## config.mk

```make
export PLATFORM = sky130hd
export DESIGN_NAME = divn_counter
export DESIGN_NICKNAME = d
export VERILOG_FILES = /design/src/divn_pkg.sv /design/src/divn_counter.sv
export SDC_FILE = /design/constraint.sdc
export NUM_CORES = 1
export LEC_CHECK = 0
export ABC_AREA = 1
export BUFFER_PORTS_ARGS = -buffer_cell sky130_fd_sc_hd__clkbuf_2
export CAP_MARGIN = 25
export CORE_ASPECT_RATIO = 1.5
export CORE_MARGIN = 2
export CORE_UTILIZATION = 59
export DETAILED_ROUTE_END_ITERATION = 16
export GPL_TIMING_DRIVEN = 0
export PLACE_DENSITY = 0.85
export SLEW_MARGIN = 20
export SYNTH_ARGS = -nofsm -noshare
export SYNTH_HDL_FRONTEND = slang
export SYNTH_SLANG_ARGS = --single-unit
```

## constraint.sdc

```tcl
create_clock -name SYS_CLK_I -period 2.7 [get_ports SYS_CLK_I]
set_input_delay 0.81 -clock SYS_CLK_I [delete_from_list [all_inputs] [get_ports SYS_CLK_I]]
set_output_delay 0.81 -clock SYS_CLK_I [all_outputs]
set_load 0.01 [all_outputs]
```

## src/divn_pkg.sv

```systemverilog
`default_nettype none
package divn_pkg;

    // Register byte offsets.
    localparam logic [7:0] CTRL_OFS   = 8'h00;
    localparam logic [7:0] PRESET_OFS = 8'h04;
    localparam logic [7:0] STATUS_OFS = 8'h08;
    localparam logic [7:0] COUNT_OFS  = 8'h0C;

    // Control register field positions.
    localparam int CTRL_MODE_LOW_BIT  = 0;
    localparam int CTRL_MODE_MID_BIT  = 1;
    localparam int CTRL_MODE_HIGH_BIT = 2;
    localparam int CTRL_LATCH_BIT     = 3;

    // Status register field positions.
    localparam int STAT_OUT_BIT    = 0;
    localparam int STAT_PRESET_BIT = 1;
    localparam int STAT_ARMED_BIT  = 2;
    localparam int STAT_COUNT_BIT  = 3;

    // Count register field positions.
    localparam int CNT_FIRST_LSB  = 0;
    localparam int CNT_DEC0_LSB   = 4;
    localparam int CNT_DEC1_LSB   = 8;
    localparam int CNT_DEC2_LSB   = 12;
    localparam int CNT_LAST_LSB   = 16;

    // Reset values.
    localparam logic [3:0]  CTRL_RST   = 4'h0;
    localparam logic [15:0] PRESET_RST = 16'h0000;

    // Divider limits.
    localparam int N_MIN = 3;
    localparam int N_MAX = 15999;

    // First-section moduli minus one.
    localparam logic [3:0] TOP_DIV2  = 4'h1;
    localparam logic [3:0] TOP_DIV4  = 4'h3;
    localparam logic [3:0] TOP_DIV5  = 4'h4;
    localparam logic [3:0] TOP_DIV8  = 4'h7;
    localparam logic [3:0] TOP_DIV10 = 4'h9;

    // Last-section moduli minus one.
    localparam logic [2:0] LTOP_DIV8 = 3'h7;
    localparam logic [2:0] LTOP_DIV4 = 3'h3;
    localparam logic [2:0] LTOP_DIV2 = 3'h1;
    localparam logic [2:0] LTOP_DIV1 = 3'h0;

    localparam logic [3:0] DECADE_TOP = 4'h9;

    typedef enum logic [4:0] {
        FIRST_DIV2  = 5'b00001,
        FIRST_DIV4  = 5'b00010,
        FIRST_DIV5  = 5'b00100,
        FIRST_DIV8  = 5'b01000,
        FIRST_DIV10 = 5'b10000
    } first_mode_t;

    typedef enum logic [2:0] {
        ST_PRESET = 3'b001,
        ST_ARM    = 3'b010,
        ST_COUNT  = 3'b100
    } run_state_t;

    typedef struct packed {
        logic latch_en;
        logic mode_select_high;
        logic mode_select_mid;
        logic mode_select_low;
    } ctrl_t;

    typedef struct packed {
        logic [2:0] last;
        logic [3:0] dec2;
        logic [3:0] dec1;
        logic [3:0] dec0;
        logic [3:0] first;
    } sections_t;

endpackage : divn_pkg
`default_nettype wire

```

## src/divn_counter.sv

```systemverilog
// Added by the designer: the placing of the registers and the APB interface to the registers.
`default_nettype none
// Operation
// RQ1: Divides input clock by N from 3 upward.
// RQ2: Output pulse one input cycle, every N.
// RQ3: Start count from sixteen preset bits.
// RQ4: Three mode selects set section moduli.
// RQ5: Each first-section cycle decrements upper sections.
// RQ6: Last section uses spare first-section flip-flops.
// RQ7: Mode 110 divides by ten, no last.
// RQ8: Mode 111: first by two, last by eight.
// RQ9: Mode 011: first by four, last by four.
// RQ10: Mode 101: first by five, last by two.
// RQ11: Mode 001: first by eight, last by two.
// RQ12: Divide-by-ten presets first up to nine.
// RQ13: Mid and high low force full preset.
// RQ14: Other side holds preset three clocks.
// RQ15: Other side presets before divide-by-five mode.
// RQ16: First edge after preset only arms counter.
// RQ17: Latch enable holds output high after pulse.
// RQ18: Terminal count reloads all sections from preset.
// RQ19: Divisor is modulus times upper plus first.
module divn_counter #(
    parameter int ADDR_W = 8
) (
    input  wire logic              SYS_CLK_I,
    input  wire logic              ARST_N_I,
    input  wire logic              CNT_CLK_I,
    input  wire logic              PSEL_I,
    input  wire logic              PENABLE_I,
    input  wire logic              PWRITE_I,
    input  wire logic [ADDR_W-1:0] PADDR_I,
    input  wire logic [31:0]       PWDATA_I,
    output logic      [31:0]       PRDATA_O,
    output logic                   PREADY_O,
    output logic                   PSLVERR_O,
    output logic                   DIV_OUT_O
);

    // The register offsets need at least eight address bits.
    if (ADDR_W < 8) begin : g_addr_w_chk
        $error("ADDR_W must be at least 8.");
    end

    ////////////////////////////////////////////////////////////////////////////////

    divn_pkg::ctrl_t       ctrl_ff;
    logic [15:0]           preset_ff;
    logic [31:0]           prdata_ff;
    logic                  slverr_ff;
    logic                  sync1_ff;
    logic                  sync2_ff;
    logic                  sync3_ff;
    logic                  level_ff;
    logic                  edge_seen;
    divn_pkg::run_state_t  state_ff;
    divn_pkg::run_state_t  nxt_state;
    divn_pkg::sections_t   sec_ff;
    divn_pkg::sections_t   nxt_sec;
    divn_pkg::sections_t   load_val;
    divn_pkg::first_mode_t first_mode;
    logic [3:0]            first_top;
    logic [2:0]            last_top;
    logic                  preset_mode;
    logic                  upper_zero;
    logic                  terminal;
    logic                  out_ff;
    logic                  latch_q_ff;
    logic                  latch_drop;
    logic                  setup;
    logic                  do_write;
    logic                  addr_hit;
    logic [31:0]           rd_mux;
    logic [7:0]            addr_lo;

    ////////////////////////////////////////////////////////////////////////////////
    // APB slave: zero wait states, read data captured in the setup cycle.
    // Unmapped addresses answer with an error, and writes to them are dropped.

    assign addr_lo  = PADDR_I[7:0];
    assign setup    = PSEL_I && !PENABLE_I;
    assign do_write = PSEL_I && PENABLE_I && PWRITE_I;
    assign addr_hit = (PADDR_I[ADDR_W-1:0] == ADDR_W'(addr_lo))
                   && ((addr_lo == divn_pkg::CTRL_OFS)   || (addr_lo == divn_pkg::PRESET_OFS)
                    || (addr_lo == divn_pkg::STATUS_OFS) || (addr_lo == divn_pkg::COUNT_OFS));

    always_comb begin
        rd_mux = 32'h0000_0000;
        unique case (addr_lo)
            divn_pkg::CTRL_OFS: begin
                rd_mux[3:0] = ctrl_ff;
            end
            divn_pkg::PRESET_OFS: begin
                rd_mux[15:0] = preset_ff;
            end
            divn_pkg::STATUS_OFS: begin
                rd_mux[divn_pkg::STAT_OUT_BIT]    = out_ff;
                rd_mux[divn_pkg::STAT_PRESET_BIT] = state_ff == divn_pkg::ST_PRESET;
                rd_mux[divn_pkg::STAT_ARMED_BIT]  = state_ff == divn_pkg::ST_ARM;
                rd_mux[divn_pkg::STAT_COUNT_BIT]  = state_ff == divn_pkg::ST_COUNT;
            end
            divn_pkg::COUNT_OFS: begin
                rd_mux[divn_pkg::CNT_FIRST_LSB +: 4] = sec_ff.first;
                rd_mux[divn_pkg::CNT_DEC0_LSB +: 4]  = sec_ff.dec0;
                rd_mux[divn_pkg::CNT_DEC1_LSB +: 4]  = sec_ff.dec1;
                rd_mux[divn_pkg::CNT_DEC2_LSB +: 4]  = sec_ff.dec2;
                rd_mux[divn_pkg::CNT_LAST_LSB +: 3]  = sec_ff.last;
            end
            default: begin
                rd_mux = 32'h0000_0000;
            end
        endcase
        if (!addr_hit) begin
            rd_mux = 32'h0000_0000;
        end
    end

    always_ff @(posedge SYS_CLK_I or negedge ARST_N_I) begin
        if (!ARST_N_I) begin
            prdata_ff <= 32'h0000_0000;
            slverr_ff <= 1'b0;
        end else if (setup) begin
            prdata_ff <= PWRITE_I ? 32'h0000_0000 : rd_mux;
            slverr_ff <= !addr_hit;
        end
    end

    always_ff @(posedge SYS_CLK_I or negedge ARST_N_I) begin
        if (!ARST_N_I) begin
            ctrl_ff   <= divn_pkg::ctrl_t'(divn_pkg::CTRL_RST);
            preset_ff <= divn_pkg::PRESET_RST;
        end else if (do_write && addr_hit) begin
            if (addr_lo == divn_pkg::CTRL_OFS) begin
                ctrl_ff <= divn_pkg::ctrl_t'(PWDATA_I[3:0]);
            end
            if (addr_lo == divn_pkg::PRESET_OFS) begin
                preset_ff <= PWDATA_I[15:0]; // RQ3
            end
        end
    end

    assign PRDATA_O  = prdata_ff;
    assign PREADY_O  = 1'b1;
    assign PSLVERR_O = PSEL_I && PENABLE_I && slverr_ff;

    ////////////////////////////////////////////////////////////////////////////////
    // Input clock synchroniser; a rising level counts as an edge once stages two and three agree.

    always_ff @(posedge SYS_CLK_I or negedge ARST_N_I) begin
        if (!ARST_N_I) begin
            sync1_ff <= 1'b0;
            sync2_ff <= 1'b0;
            sync3_ff <= 1'b0;
            level_ff <= 1'b0;
        end else begin
            sync1_ff <= CNT_CLK_I;
            sync2_ff <= sync1_ff;
            sync3_ff <= sync2_ff;
            if (sync2_ff == sync3_ff) begin
                level_ff <= sync3_ff;
            end
        end
    end

    // The level starts low like the parked pin, so reset gives no false edge.
    assign edge_seen = (sync2_ff == sync3_ff) && sync3_ff && !level_ff;

    ////////////////////////////////////////////////////////////////////////////////
    // Mode decode and preset split.

    assign preset_mode = !ctrl_ff.mode_select_mid && !ctrl_ff.mode_select_high; // RQ13

    // Mode 010 is not a listed code and falls back to divide by ten.
    always_comb begin
        first_mode = divn_pkg::FIRST_DIV10;
        unique case ({ctrl_ff.mode_select_low, ctrl_ff.mode_select_mid,
                      ctrl_ff.mode_select_high}) // RQ4
            3'b111: first_mode = divn_pkg::FIRST_DIV2;  // RQ8
            3'b011: first_mode = divn_pkg::FIRST_DIV4;  // RQ9
            3'b101: first_mode = divn_pkg::FIRST_DIV5;  // RQ10
            3'b001: first_mode = divn_pkg::FIRST_DIV8;  // RQ11
            default: first_mode = divn_pkg::FIRST_DIV10; // RQ7
        endcase
    end

    always_comb begin
        load_val      = '0;
        load_val.dec0 = preset_ff[7:4];
        load_val.dec1 = preset_ff[11:8];
        load_val.dec2 = preset_ff[15:12];
        first_top     = divn_pkg::TOP_DIV10;
        last_top      = divn_pkg::LTOP_DIV1;
        unique case (first_mode) // RQ6
            divn_pkg::FIRST_DIV2: begin
                first_top      = divn_pkg::TOP_DIV2;
                last_top       = divn_pkg::LTOP_DIV8;
                load_val.first = {3'h0, preset_ff[0]};
                load_val.last  = preset_ff[3:1]; // RQ8
            end
            divn_pkg::FIRST_DIV4: begin
                first_top      = divn_pkg::TOP_DIV4;
                last_top       = divn_pkg::LTOP_DIV4;
                load_val.first = {2'h0, preset_ff[1:0]};
                load_val.last  = {1'b0, preset_ff[3:2]}; // RQ9
            end
            divn_pkg::FIRST_DIV5: begin
                first_top      = divn_pkg::TOP_DIV5;
                last_top       = divn_pkg::LTOP_DIV2;
                load_val.first = {1'b0, preset_ff[2:0]};
                load_val.last  = {2'h0, preset_ff[3]}; // RQ10
            end
            divn_pkg::FIRST_DIV8: begin
                first_top      = divn_pkg::TOP_DIV8;
                last_top       = divn_pkg::LTOP_DIV2;
                load_val.first = {1'b0, preset_ff[2:0]};
                load_val.last  = {2'h0, preset_ff[3]}; // RQ11
            end
            divn_pkg::FIRST_DIV10: begin
                first_top      = divn_pkg::TOP_DIV10;
                last_top       = divn_pkg::LTOP_DIV1;
                load_val.first = preset_ff[3:0];
                load_val.last  = 3'h0; // RQ12
            end
        endcase
    end

    ////////////////////////////////////////////////////////////////////////////////
    // Down-counter. The remaining count is first + modulus * (upper sections), so
    // one step per input edge from the loaded value gives a period of N edges.

    assign upper_zero = (sec_ff.dec0 == 4'h0) && (sec_ff.dec1 == 4'h0)
                     && (sec_ff.dec2 == 4'h0) && (sec_ff.last == 3'h0);
    assign terminal   = upper_zero && (sec_ff.first <= 4'h1); // RQ19

    always_comb begin
        nxt_sec = sec_ff;
        if (terminal) begin
            nxt_sec = load_val; // RQ18
        end else if (sec_ff.first != 4'h0) begin
            nxt_sec.first = sec_ff.first - 4'h1; // RQ1
        end else begin
            nxt_sec.first = first_top; // RQ5
            if (sec_ff.dec0 != 4'h0) begin
                nxt_sec.dec0 = sec_ff.dec0 - 4'h1;
            end else begin
                nxt_sec.dec0 = divn_pkg::DECADE_TOP;
                if (sec_ff.dec1 != 4'h0) begin
                    nxt_sec.dec1 = sec_ff.dec1 - 4'h1;
                end else begin
                    nxt_sec.dec1 = divn_pkg::DECADE_TOP;
                    if (sec_ff.dec2 != 4'h0) begin
                        nxt_sec.dec2 = sec_ff.dec2 - 4'h1;
                    end else begin
                        nxt_sec.dec2 = divn_pkg::DECADE_TOP;
                        nxt_sec.last = (sec_ff.last != 3'h0) ? sec_ff.last - 3'h1 : last_top;
                    end
                end
            end
        end
    end

    always_comb begin
        nxt_state = state_ff;
        unique case (state_ff)
            divn_pkg::ST_PRESET: begin
                if (!preset_mode) begin
                    nxt_state = divn_pkg::ST_ARM;
                end
            end
            divn_pkg::ST_ARM: begin
                if (preset_mode) begin
                    nxt_state = divn_pkg::ST_PRESET;
                end else if (edge_seen) begin
                    nxt_state = divn_pkg::ST_COUNT; // RQ16
                end
            end
            divn_pkg::ST_COUNT: begin
                if (preset_mode) begin
                    nxt_state = divn_pkg::ST_PRESET;
                end
            end
            default: begin
                nxt_state = divn_pkg::ST_PRESET;
            end
        endcase
    end

    always_ff @(posedge SYS_CLK_I or negedge ARST_N_I) begin
        if (!ARST_N_I) begin
            state_ff <= divn_pkg::ST_PRESET;
        end else begin
            state_ff <= nxt_state;
        end
    end

    // A divide mode splits the low preset nibble between first and last section
    // differently from the preset decode, so the sections reload under the new
    // split until counting starts; the arming edge therefore only arms.
    always_ff @(posedge SYS_CLK_I or negedge ARST_N_I) begin
        if (!ARST_N_I) begin
            sec_ff <= '0;
        end else if (preset_mode || state_ff != divn_pkg::ST_COUNT) begin
            sec_ff <= load_val; // RQ13
        end else if (edge_seen && state_ff == divn_pkg::ST_COUNT) begin
            sec_ff <= nxt_sec; // RQ5
        end
    end

    ////////////////////////////////////////////////////////////////////////////////
    // Output: set on the terminal edge and cleared on the next input edge. While
    // latching it stays high; releasing the latch clears it on the next cycle
    // rather than waiting for an input edge.

    // Remembers the latch enable of the previous cycle, so that a release is
    // seen as soon as it is written.
    always_ff @(posedge SYS_CLK_I or negedge ARST_N_I) begin
        if (!ARST_N_I) begin
            latch_q_ff <= 1'b0;
        end else begin
            latch_q_ff <= ctrl_ff.latch_en;
        end
    end

    assign latch_drop = latch_q_ff && !ctrl_ff.latch_en;

    always_ff @(posedge SYS_CLK_I or negedge ARST_N_I) begin
        if (!ARST_N_I) begin
            out_ff <= 1'b0;
        end else if (preset_mode) begin
            out_ff <= 1'b0;
        end else if (edge_seen && state_ff == divn_pkg::ST_COUNT && terminal) begin
            out_ff <= 1'b1; // RQ2
        end else if (ctrl_ff.latch_en) begin
            out_ff <= out_ff; // RQ17
        end else if (edge_seen || latch_drop
                     || (out_ff && state_ff != divn_pkg::ST_COUNT)) begin
            out_ff <= 1'b0; // RQ17
        end
    end

    assign DIV_OUT_O = out_ff;

endmodule : divn_counter
`default_nettype wire

```

==> flow_results.xml <==
<?xml version="1.0" encoding="UTF-8"?>
<metrics>
  <group name="synthesis">
    <metric name="syn-cell-area" unit="mm^2">0.003857</metric>
    <metric name="yosys_most_used_dff" unit="">sky130_fd_sc_hd__dfrtp_1</metric>
    <metric name="syn-instance-count" unit="">522</metric>
    <metric name="synthArstFlopShare" unit="%">100.0</metric>
    <metric name="yosys_warnings" unit="">0</metric>
    <metric name="synth_edf_count" unit="">0</metric>
    <metric name="synth_seq_cells" unit="">68</metric>
    <metric name="synth_cell_type_count" unit="">34</metric>
    <metric name="synthesis.area_per_instance" unit="um^2">7.390</metric>
    <metric name="proportion_of_synthesized_chip_area_in_sequential_cells" unit="%">44.15</metric>
  </group>
  <group name="setup_path">
    <metric name="crit-reg2reg-capture" unit="">sec_ff[1]</metric>
    <metric name="crit_fanout" unit="">8</metric>
    <metric name="timing.critical_path.arrival" unit="ns">2.25</metric>
    <metric name="path_class" unit="">input port to flip-flop</metric>
    <metric name="crit_required" unit="ns">2.93</metric>
    <metric name="r2r_slack" unit="ns">0.80</metric>
    <metric name="critical_path.reg2reg.startpoint" unit="">sec_ff[16]</metric>
    <metric name="crit_path_end_kind" unit="">flip-flop</metric>
    <metric name="crit_path_start" unit="">PADDR_I[7]</metric>
    <metric name="timing.reg2reg.worst_path_depth" unit="">12</metric>
    <metric name="startpoint_type" unit="">input port</metric>
  </group>
  <group name="finish">
    <metric name="area_growth_from_synthesis_to_layout" unit="%">15.76</metric>
    <metric name="fill_cells" unit="">547</metric>
    <metric name="layout_common_cells" unit="">200 x sky130_fd_sc_hd__nand2_1, 67 x sky130_fd_sc_hd__dfrtp_1, 54 x sky130_fd_sc_hd__inv_1, 49 x sky130_fd_sc_hd__clkbuf_2, 45 x sky130_fd_sc_hd__o21ai_0</metric>
    <metric name="postLayoutCellArea" unit="mm^2">0.004466</metric>
    <metric name="layoutNonFillerInstCount" unit="">677</metric>
    <metric name="n_antenna_cell" unit="">0</metric>
    <metric name="layout.nets" unit="">648</metric>
    <metric name="drive_gt1_share" unit="%">18.97</metric>
    <metric name="mostFrequentLayoutCell" unit="">sky130_fd_sc_hd__nand2_1</metric>
  </group>
  <group name="timing">
    <metric name="timing.final.ws_setup" unit="ns">0.6780</metric>
    <metric name="fin_worst_skew" unit="ns">0.008422</metric>
    <metric name="finalWorstPathRequiredPeriod" unit="ns">2.022</metric>
    <metric name="max_freq" unit="MHz">494.6</metric>
    <metric name="grt_setup_unrepaired" unit="">false</metric>
    <metric name="final-setup-viol-count" unit="">0</metric>
    <metric name="finalCritPeriodShare" unit="%">74.89</metric>
    <metric name="finalSetupTns" unit="ns">0</metric>
    <metric name="report.final.hold_viol_count" unit="">0</metric>
    <metric name="drv_slew" unit="">0</metric>
  </group>
  <group name="drt">
    <metric name="detailedRoute.firstPassIterationCount" unit="">4</metric>
    <metric name="ant_nets_after_route" unit="">0</metric>
    <metric name="routed_wirelength" unit="um">8801</metric>
    <metric name="drt_iter0_markers" unit="">254</metric>
    <metric name="routed_wire_length_per_instance" unit="um">13.00</metric>
    <metric name="route.vias.total" unit="">3546</metric>
    <metric name="vias_per_cell" unit="">5.238</metric>
    <metric name="remaining_drc_errors" unit="">0</metric>
  </group>
  <group name="floorplanning">
    <metric name="rows" unit="">36</metric>
    <metric name="die_area" unit="mm^2">0.007214</metric>
    <metric name="top_level_ports" unit="">81</metric>
    <metric name="dieHeight" unit="um">103.0</metric>
    <metric name="core_area" unit="mm^2">0.006396</metric>
    <metric name="start_util" unit="%">60.31</metric>
    <metric name="chipWidth" unit="um">70.02</metric>
  </group>
  <group name="clock_network">
    <metric name="h-tree-depth" unit="">3</metric>
    <metric name="clk_latency" unit="ns">0.35</metric>
    <metric name="number_of_buffers_inserted_by_hold_repair_at_cts" unit="">0</metric>
    <metric name="postcts_resize_cnt" unit="">0</metric>
    <metric name="clock_tree_from_tritoncts" unit="">done</metric>
    <metric name="clockRootBuffer" unit="">sky130_fd_sc_hd__clkbuf_8</metric>
    <metric name="clkSinkCount" unit="">68</metric>
    <metric name="cts_buffers" unit="">9</metric>
    <metric name="post_cts_setup_inserts" unit="">0</metric>
    <metric name="worst_setup_hold_path_clk_slew" unit="ns">0.07</metric>
    <metric name="cts_max_path_buffers" unit="">2</metric>
  </group>
  <group name="job">
    <metric name="maxCapViolCount" unit="">0</metric>
  </group>
  <group name="placed_design">
    <metric name="place_area" unit="mm^2">0.004278</metric>
    <metric name="port_buffers" unit="">50</metric>
    <metric name="dp_hpwl" unit="um">6886</metric>
    <metric name="post-place-cells" unit="">661</metric>
    <metric name="pre_cts_slack" unit="ns">0.3314</metric>
    <metric name="gp_routability_congestion" unit="">0.8719</metric>
  </group>
  <group name="grt">
    <metric name="antenna_found_initial" unit="">0</metric>
    <metric name="overflow" unit="">0</metric>
    <metric name="grt_pass1_wl" unit="um">14710</metric>
    <metric name="grt_usage" unit="%">25.90</metric>
    <metric name="grt_start_max_net_pins" unit="">57</metric>
    <metric name="grt_pass1_vias" unit="">3257</metric>
  </group>
  <group name="power_and_ir_drop">
    <metric name="power_per_cell_area" unit="mW/mm^2">427.3</metric>
    <metric name="finalPower" unit="W">0.001908</metric>
    <metric name="leakagePower" unit="nW">2.471</metric>
    <metric name="vdd_ir_drop_max" unit="V">0.0004389</metric>
  </group>
  <group name="outcome">
    <metric name="run_status" unit="">completed</metric>
  </group>
  <group name="hold_path">
    <metric name="timing.hold.worst.class" unit="">input port to async pin</metric>
  </group>
</metrics>
[through the flow]
| step | util [%] | hold slack [ns] |
|---|---|---|
| 6_report | 69.82 | 0.3367 |
| 5_1_grt | 69.82 | 0.3407 |
| 4_1_cts | 69.82 | 0.3303 |
| 3_5_place_dp | 66.88 | 0.3575 |
| 3_3_place_gp | 66.41 | 0.3362 |
| 2_1_floorplan | - | 0.3312 |
[area by class of cell]
class | count | area [um^2] | share of cell area, %
inverter | 59 | 224.0 | 5.015
clock buffer | 12 | 165.2 | 3.699
sequential | 68 | 1703 | 38.13
multi-input combinational | 380 | 1780 | 39.87
clock inverter | 4 | 22.52 | 0.5043
buffer | 27 | 195.2 | 4.371
timing repair buffer | 51 | 280.3 | 6.276
tap | 76 | 95.09 | 2.129
[routing by layer]
layer	wire length [um]	vias up	track usage [%]
met5	0	-	0
met4	168	0	12.87
met3	445	17	3.226
met2	4458	107	45.49
met1	3729	1648	31.62
li1	-	1774	-
[state kept, by name (all words and copies together) (netlist names), 3 cells and up]
signal     cells
state_ff       3
sec_ff        19
PRDATA_O      19
ctrl_ff        4
preset_ff     16
[worst max path at each step]
| stage | slack, ns | cells past startpoint | to |
|---|---|---|---|
| floorplan | 0.84 | 9 | preset_ff[3] |
| global placement | 0.40 | 9 | ctrl_ff[0] |
| detailed placement | 0.33 | 9 | ctrl_ff[0] |
| CTS | 0.67 | 9 | ctrl_ff[1] |
| global route | 0.51 | 8 | ctrl_ff[3] |
| finish | 0.68 | 9 | ctrl_ff[1] |
[Yosys cell counts, types with 2 or more instances]
cell,n,area share (%)
sky130_fd_sc_hd__a21oi_1,3,0.39
sky130_fd_sc_hd__buf_2,6,0.78
sky130_fd_sc_hd__buf_4,14,2.7
sky130_fd_sc_hd__buf_6,3,0.88
sky130_fd_sc_hd__clkbuf_1,3,0.29
sky130_fd_sc_hd__conb_1,2,0.19
sky130_fd_sc_hd__dfrtp_1,67,43
sky130_fd_sc_hd__ha_1,6,1.9
sky130_fd_sc_hd__inv_1,54,5.3
sky130_fd_sc_hd__inv_2,4,0.39
sky130_fd_sc_hd__nand2_1,200,19
sky130_fd_sc_hd__nand2_4,2,0.58
sky130_fd_sc_hd__nand3_1,42,5.4
sky130_fd_sc_hd__nor2_1,17,1.7
sky130_fd_sc_hd__nor2_2,5,0.81
sky130_fd_sc_hd__nor2_4,3,0.88
sky130_fd_sc_hd__nor3_1,5,0.65
sky130_fd_sc_hd__nor3_2,2,0.52
sky130_fd_sc_hd__o211ai_1,4,0.78
sky130_fd_sc_hd__o21a_1,3,0.58
sky130_fd_sc_hd__o21ai_0,45,5.8
sky130_fd_sc_hd__o21ai_1,16,2.1
sky130_fd_sc_hd__o31ai_1,3,0.58
sky130_fd_sc_hd__xor2_1,3,0.68
[report_power, final]
part           switching [W]  leakage, nW  internal (W)  total (W)
Sequential        0.00000341        0.935       0.00103    0.00103
Clock               0.000373       0.0982      0.000403   0.000776
Combinational      0.0000612         1.44     0.0000422   0.000103
Total               0.000437         2.47       0.00147    0.00191
[worst max-delay path: stages]
cell	delay [ns]
sky130_fd_sc_hd__clkbuf_2	0.08
sky130_fd_sc_hd__nor2_1	0.10
sky130_fd_sc_hd__nand3_1	0.12
sky130_fd_sc_hd__inv_2	0.13
sky130_fd_sc_hd__nand2_1	0.13
sky130_fd_sc_hd__nor3_2	0.38
sky130_fd_sc_hd__nand2_1	0.29
sky130_fd_sc_hd__nand2_1	0.13
sky130_fd_sc_hd__o21ai_0	0.09
[kinds of logic after synthesis]
logic type / after synthesis / share of synthesized area [%]
mux: 1 / 0.2919
flops: 68 / 44.15
compound gates: 76 / 10.83
fa+ha+maj: 6 / 1.946
xor+xnor: 3 / 0.6813
buf+inv: 86 / 10.87
other cells: 2 / 0.1947
simple gates: 280 / 31.04
(Power assumes the default switching activity.)
